## src/veb_pkg.sv

```systemverilog
// Package: constants and types of the VM-entry blocking and preemption timer block
package veb_pkg;
  localparam int unsigned VEB_TIMER_W = 32;
  localparam int unsigned VEB_INTR_W = 4;
  localparam int unsigned VEB_BIT_IE_SHADOW = 0;
  localparam int unsigned VEB_BIT_SL_SHADOW = 1;
  localparam int unsigned VEB_BIT_SMI = 2;
  localparam int unsigned VEB_BIT_NMI = 3;
  localparam int unsigned VEB_TICK_DIV = 32;
  localparam int unsigned VEB_TICK_CNT_W = 6;
  localparam logic [VEB_TIMER_W-1:0] VEB_TIMER_RST = 32'h0000_0000;
  typedef enum logic [1:0] {VEB_ACT_ACTIVE, VEB_ACT_HLT, VEB_ACT_SHUTDOWN, VEB_ACT_WAIT_SU}
    veb_activity_t;
  typedef enum {VEB_ST_ROOT, VEB_ST_DEBUG, VEB_ST_GUEST} veb_state_t;
endpackage : veb_pkg

```

## src/veb_core.sv

```systemverilog
// VM-entry event blocking, preemption timer and long-mode handoff
`timescale 1ns/1ps
module veb_core (
  input wire logic clk_sys_in,
  input wire logic rstn_in,
  input wire logic entry_in,
  input wire logic entry_vectoring_in,
  input wire logic entry_inject_nmi_in,
  input wire logic [veb_pkg::VEB_INTR_W-1:0] intr_state_in,
  input wire logic virtual_nmi_ctl_in,
  input wire logic nmi_exiting_ctl_in,
  input wire logic system_management_state_in,
  input wire logic timer_activate_ctl_in,
  input wire logic [veb_pkg::VEB_TIMER_W-1:0] timer_value_in,
  input wire veb_pkg::veb_activity_t entry_activity_in,
  input wire logic entry_debug_pend_in,
  input wire logic debug_delivered_in,
  input wire logic debug_other_exit_in,
  input wire logic instr_retire_in,
  input wire logic exception_in,
  input wire logic interrupt_return_in,
  input wire logic exit_in,
  input wire logic save_timer_ctl_in,
  input wire logic long_mode_active_flag_in,
  input wire logic entry_paging_on_flag_in,
  input wire logic entry_long_mode_guest_ctl_in,
  input wire logic entry_load_ext_ctl_in,
  input wire logic entry_long_mode_enable_flag_in,
  input wire logic host_long_mode_enable_flag_in,
  output logic guest_running_out,
  output logic interrupt_enable_shadow_out,
  output logic stack_load_shadow_out,
  output logic nmi_blocked_out,
  output logic virtual_nmi_blocked_out,
  output logic smi_blocked_out,
  output logic [veb_pkg::VEB_TIMER_W-1:0] timer_count_out,
  output logic timer_exit_req_out,
  output logic timer_save_we_out,
  output logic [veb_pkg::VEB_TIMER_W-1:0] timer_save_value_out,
  output logic long_mode_guest_ctl_we_out,
  output logic long_mode_guest_ctl_out,
  output logic long_mode_enable_flag_out
);
  import veb_pkg::*;

  // ****************************************
  // Guest sequencing
  // ****************************************
  veb_state_t state_reg;
  logic timer_on_reg;
  logic expired_reg;
  logic tick;
  logic entry_ok;
  logic [VEB_TIMER_W-1:0] count_reg;

  assign entry_ok = entry_in && (state_reg == VEB_ST_ROOT);

  // Pending debug exception is held off the timer exit until delivered
  always_ff @(posedge clk_sys_in) begin
    if (!rstn_in) begin
      state_reg <= VEB_ST_ROOT;
    end else begin
      case (state_reg)
        VEB_ST_ROOT: begin
          if (entry_in) begin
            state_reg <= entry_debug_pend_in ? VEB_ST_DEBUG : VEB_ST_GUEST;
          end
        end
        VEB_ST_DEBUG: begin
          if (exit_in || debug_other_exit_in) begin
            state_reg <= VEB_ST_ROOT;
          end else if (debug_delivered_in) begin
            state_reg <= VEB_ST_GUEST;
          end
        end
        VEB_ST_GUEST: begin
          if (exit_in) begin
            state_reg <= VEB_ST_ROOT;
          end
        end
        default: begin
          state_reg <= VEB_ST_ROOT;
        end
      endcase
    end
  end
  assign guest_running_out = (state_reg != VEB_ST_ROOT);

  // ****************************************
  // Interrupt-enable and stack-load shadows
  // ****************************************
  always_ff @(posedge clk_sys_in) begin
    if (!rstn_in) begin
      interrupt_enable_shadow_out <= 1'b0;
      stack_load_shadow_out <= 1'b0;
    end else if (entry_ok) begin
      interrupt_enable_shadow_out <= !entry_vectoring_in
        && intr_state_in[VEB_BIT_IE_SHADOW];
      stack_load_shadow_out <= !entry_vectoring_in
        && intr_state_in[VEB_BIT_SL_SHADOW];
    end else if (guest_running_out && (instr_retire_in || exception_in
        || (state_reg == VEB_ST_DEBUG && debug_delivered_in))) begin
      interrupt_enable_shadow_out <= 1'b0;
      stack_load_shadow_out <= 1'b0;
    end
  end

  // ****************************************
  // NMI and virtual-NMI blocking
  // ****************************************
  // Software keeps virtual NMIs off when NMI exiting is off; not rechecked here
  always_ff @(posedge clk_sys_in) begin
    if (!rstn_in) begin
      nmi_blocked_out <= 1'b0;
      virtual_nmi_blocked_out <= 1'b0;
    end else if (entry_ok) begin
      nmi_blocked_out <= !virtual_nmi_ctl_in && intr_state_in[VEB_BIT_NMI];
      virtual_nmi_blocked_out <= virtual_nmi_ctl_in
        && (intr_state_in[VEB_BIT_NMI] || entry_inject_nmi_in);
    end else if (guest_running_out && interrupt_return_in) begin
      if (!nmi_exiting_ctl_in) begin
        nmi_blocked_out <= 1'b0;
      end
      virtual_nmi_blocked_out <= 1'b0;
    end
  end

  // ****************************************
  // SMI blocking
  // ****************************************
  always_ff @(posedge clk_sys_in) begin
    if (!rstn_in) begin
      smi_blocked_out <= 1'b0;
    end else if (entry_ok && system_management_state_in) begin
      smi_blocked_out <= intr_state_in[VEB_BIT_SMI];
    end
  end

  // ****************************************
  // Preemption timer
  // ****************************************
  veb_tick_div #(
    .DIV(VEB_TICK_DIV)
  ) u_tick (
    .clk_sys_in(clk_sys_in),
    .rstn_in(rstn_in),
    .run_in(timer_on_reg && (state_reg == VEB_ST_GUEST) && !expired_reg),
    .tick_out(tick)
  );

  always_ff @(posedge clk_sys_in) begin
    if (!rstn_in) begin
      count_reg <= VEB_TIMER_RST;
      timer_on_reg <= 1'b0;
    end else if (entry_ok) begin
      count_reg <= timer_value_in;
      timer_on_reg <= timer_activate_ctl_in;
    end else if (exit_in) begin
      timer_on_reg <= 1'b0;
    end else if (tick && count_reg != '0) begin
      count_reg <= count_reg - 1'b1;
    end
  end
  assign timer_count_out = count_reg;

  // Zero load expires at once; a parked target never takes the exit
  always_ff @(posedge clk_sys_in) begin
    if (!rstn_in) begin
      expired_reg <= 1'b0;
    end else if (entry_ok) begin
      expired_reg <= timer_activate_ctl_in && timer_value_in == '0;
    end else if (exit_in) begin
      expired_reg <= 1'b0;
    end else if (timer_on_reg && tick && count_reg == {{(VEB_TIMER_W-1){1'b0}}, 1'b1}) begin
      expired_reg <= 1'b1;
    end
  end

  // Asserted only in guest state, so after injection and any debug delivery
  assign timer_exit_req_out = expired_reg && timer_on_reg && (state_reg == VEB_ST_GUEST)
    && (entry_activity_in == VEB_ACT_ACTIVE || entry_activity_in == VEB_ACT_HLT);

  // ****************************************
  // Save-back at exit, long-mode handoff at exit and at entry
  // ****************************************
  always_ff @(posedge clk_sys_in) begin
    if (!rstn_in) begin
      timer_save_we_out <= 1'b0;
      timer_save_value_out <= VEB_TIMER_RST;
      long_mode_guest_ctl_we_out <= 1'b0;
      long_mode_guest_ctl_out <= 1'b0;
    end else begin
      timer_save_we_out <= exit_in && guest_running_out && save_timer_ctl_in;
      if (exit_in && guest_running_out) begin
        timer_save_value_out <= expired_reg ? '0 : count_reg;
        long_mode_guest_ctl_out <= long_mode_active_flag_in;
      end
      long_mode_guest_ctl_we_out <= exit_in && guest_running_out;
    end
  end

  always_ff @(posedge clk_sys_in) begin
    if (!rstn_in) begin
      long_mode_enable_flag_out <= 1'b0;
    end else if (entry_ok) begin
      if (!entry_paging_on_flag_in && !entry_long_mode_guest_ctl_in && !entry_load_ext_ctl_in) begin
        long_mode_enable_flag_out <= host_long_mode_enable_flag_in;
      end else begin
        long_mode_enable_flag_out <= entry_long_mode_enable_flag_in;
      end
    end else if (!guest_running_out) begin
      long_mode_enable_flag_out <= host_long_mode_enable_flag_in;
    end
  end
endmodule : veb_core

```

## src/veb_tick_div.sv

```systemverilog
// Divider that makes the timer decrement enable
`timescale 1ns/1ps
module veb_tick_div #(
  parameter int unsigned DIV = veb_pkg::VEB_TICK_DIV
) (
  input wire logic clk_sys_in,
  input wire logic rstn_in,
  input wire logic run_in,
  output logic tick_out
);
  import veb_pkg::*;
  logic [VEB_TICK_CNT_W-1:0] cnt_reg;
  localparam logic [VEB_TICK_CNT_W-1:0] LAST = VEB_TICK_CNT_W'(DIV - 1);
  // Restarts with each run so every quantum begins on a full period
  always_ff @(posedge clk_sys_in) begin
    if (!rstn_in || !run_in) begin
      cnt_reg <= '0;
    end else if (cnt_reg == LAST) begin
      cnt_reg <= '0;
    end else begin
      cnt_reg <= cnt_reg + 1'b1;
    end
  end
  assign tick_out = run_in && (cnt_reg == LAST);
endmodule : veb_tick_div

```

## config.mk

```make
export PLATFORM = sky130hd
export DESIGN_NAME = veb_core
export DESIGN_NICKNAME = d
export VERILOG_FILES = /design/src/veb_pkg.sv /design/src/veb_core.sv /design/src/veb_tick_div.sv
export SDC_FILE = /design/constraint.sdc
export NUM_CORES = 1
export LEC_CHECK = 0
export BUFFER_PORTS_ARGS = -buffer_cell sky130_fd_sc_hd__buf_2
export CAP_MARGIN = 20
export CORE_ASPECT_RATIO = 0.6
export CORE_MARGIN = 2
export CORE_UTILIZATION = 54
export CTS_CLUSTER_SIZE = 8
export DETAILED_ROUTE_END_ITERATION = 6
export PLACE_DENSITY = 0.85
export REMOVE_ABC_BUFFERS = 1
export SETUP_SLACK_MARGIN = 0.1
export SKIP_LAST_GASP = 1
export SYNTH_ARGS = -nofsm -noshare
export SYNTH_HDL_FRONTEND = slang
export SYNTH_SLANG_ARGS = --single-unit
export TNS_END_PERCENT = 10
```

## constraint.sdc

```tcl
create_clock -name clk_sys_in -period 4.4 [get_ports clk_sys_in]
set_input_delay 0.88 -clock clk_sys_in [delete_from_list [all_inputs] [get_ports clk_sys_in]]
set_output_delay 0.88 -clock clk_sys_in [all_outputs]
set_load 0.03 [all_outputs]
```

==> results_dict.tcl <==
set metrics [dict create \
    groute.usage.overall 0.334 \
    r2r_start "u_tick.cnt_reg[0]" \
    min-delay-path-class "flop to flop" \
    status "finished clean" \
    syn_area_per_cell_sq_um 8.43 \
    synthToLayoutAreaGrowth_pct 24.0 \
    drv_cap 0 \
    cts-htree-levels 3 \
    dr_wl_met2_microns 5510 \
    path_class "flop to flop" \
    ant_nets 0 \
    seq_area_frac_synth 0.409 \
    vias_per_cell 6.47 \
    syn_area_sq_mm 0.00406 \
    post_cts_buffers 0 \
    hold_end "long_mode_enable_flag_out" \
    synth_ff_type "dfxtp_1" \
    critPathMaxFanout 7 \
    cts_made_buffers 9 \
    critPathCaptureType "flop" \
    die_w_microns 116 \
    ys_async_sr_fraction 0 \
    drcViolationCount 0 \
    netlist_top_cells_count "83 x dfxtp_1, 43 x nand2_1, 31 x a22o_1" \
    hold_viol 0 \
    cts_tree "done" \
    worstHoldStart "long_mode_enable_flag_out" \
    first_pass_iters 5 \
    timing.setup.tns_ns 0 \
    cts.path.max_buffers 2 \
    yosysTopAreaCell "dfxtp_1" \
    startpoint "u_tick.cnt_reg[0]" \
    power_leakage_nw 2.13 \
    crit_required_ns 4.66 \
    synth_area_leaders "dfxtp_1 41%, a22o_1 6.7%, nor4_1 4.0%" \
    antennaDiodeCount 0 \
    cts-root-buf "clkbuf_16" \
    drt_iter0_drc 564 \
    postCtsHoldBufs 0 \
    dpl.cell_count 687 \
    min_period_ns 2.86 \
    worst_pin_slew_ns 0.996 \
    slew_headroom 0.332 \
    wl_met1_microns 5870 \
    cp-start-kind "flop" \
    port_buffers 134 \
    ir_drop_mv 0.262 \
    cts_resized 0 \
    place_area_sq_mm 0.00476 \
    drt-total-wl_microns 13500 \
    synth_edf_count 0 \
    total_power_w 0.00195 \
    wl_per_cell_microns 19.3 \
    power_density_mw_per_mm2 387 \
    slew_violations 0 \
    placementRows 24 \
    worstPathArrival_ns 3.12 \
    die_h_microns 71.2 \
    syn-instance-count 482 \
    core_sq_mm 0.00727 \
    gp_congestion 0.914 \
    r2r_setup_slack_ns 1.54 \
    reg2reg_depth 7 \
    top_layer "met4" \
    ys_ff_latch 83 \
    dieArea_sq_mm 0.00826 \
    start_util 0.559 \
    skew_ns 0.00549 \
    whs_path_depth 2 \
    clk_latency_ns 0.34 \
    reg2reg_to "timer_count_out[29]" \
    fillers 622 \
    via_count 4542 \
    grt_max_degree 42 \
    yosysUniqueCellTypes 60 \
    multiInputGateArea_sq_mm 0.00221 \
    grt_pass1_wl_microns 21300 \
    place_hpwl_microns 9450 \
    grt_setup_unrepaired "false" \
    nets 658 \
    synth_most_common_cell "dfxtp_1" \
    clkSinkCount 83 \
    drive_above_1_share 0.288 \
    routed-wl-met3_microns 1820 \
    period_share 0.649 \
    ioPinCount 136 \
    grt_overflow_total 0 \
    grt_pass1_vias 4202 \
    instances_no_fill 702 \
    max_freq_mhz 350 \
    clk_pin_slew_worst_paths_ns 0.06 \
    grt_antenna_before_repair 0 \
    setup_violations 0 \
    yosys_warnings 0 \
    ff_latch_area_sq_mm 0.00166 \
    yosysTopAreaCellShare 0.409 \
    finish.instance_area_sq_mm 0.00504 \
]
-- layout by cell type (no fill, tap or decap), types with 3 or more instances in the layout --
master and count:
mux2i_1 3, xor2_1 3, a211o_1 3, inv_1 9, nand2_1 43, o22ai_1 7, a32oi_1 4, nor2_1 30
nand2b_1 3, a22oi_1 4, or3_1 5, o311ai_0 4, clkbuf_16 9, buf_4 8, and2_1 7, and3_1 3
o21ai_0 8, o31a_1 3, nand4_1 8, dfxtp_1 83, a22o_1 31, or2_2 4, nor3_1 13, o41ai_1 3
clkbuf_1 3, a21oi_1 24, buf_2 134, a31oi_1 21, nor3b_1 3, xnor2_1 3, nor4_1 26, nand3_1 27
or4_1 12, nand3b_1 3, ha_1 3, o31ai_1 5
-- area by class of cell --
cell class | instances | share of cell area
tap | 104 | 0.0258
sequential | 83 | 0.330
timing repair buffer | 142 | 0.145
multi-input combinational | 349 | 0.438
inverter | 9 | 0.00670
clock inverter | 3 | 0.00794
clock buffer | 12 | 0.0469
-- worst max-delay path: stages, from the launching register on --
cell and delay, ns:
dfxtp_1 0.36, ha_1 0.20, nand3_1 0.23, or4_1 0.68, a31oi_1 0.56, buf_4 0.29, mux2_2 0.35, o22ai_1 0.12
-- logic make-up after synthesis --
family	after synthesis	synth area share
AOI/OAI and AO/OA	137	0.245
xor gates and xnor gates	6	0.0129
adders and majority gates	3	0.00924
buffers and inverters	50	0.0514
DFF	83	0.409
muxes	4	0.0102
and+or+nand+nor	199	0.263
-- metrics by stage --
stage | setup slack (ns) | util | hold slack, ns
2_1_floorplan | 0.822 | - | 0.413
3_3_place_gp | 1.48 | 0.655 | 0.419
3_5_place_dp | 1.41 | 0.655 | 0.442
4_1_cts | 1.63 | 0.694 | 0.450
5_1_grt | 1.41 | 0.694 | 0.473
6_report | 1.54 | 0.694 | 0.446
-- worst max path at each step --
stage                          endpoint  slack (ns)  cells past startpoint
finish              timer_count_out[29]        1.54                      7
global route         timer_count_out[5]        1.41                      5
CTS                 timer_count_out[29]        1.63                      7
detailed placement  timer_count_out[29]        1.41                      6
global placement    timer_count_out[29]        1.48                      6
floorplan           timer_count_out[29]        0.82                      3
-- power by group --
| part | internal, W | switching [W] | total [W] | leakage (nW) |
|---|---|---|---|---|
| combinational | 0.000127 | 0.000264 | 0.000390 | 1.32 |
| clock | 0.000435 | 0.000293 | 0.000728 | 0.136 |
| sequential | 0.000783 | 0.0000484 | 0.000831 | 0.676 |
-- routing by layer --
| layer | up-vias | GRT usage |
|---|---|---|
| li1 | 2072 | - |
| met1 | 2115 | 0.477 |
| met2 | 316 | 0.471 |
| met3 | 39 | 0.113 |
| met4 | 0 | 0.115 |
| met5 | - | 0 |
Power figures use the tool's default switching activity.
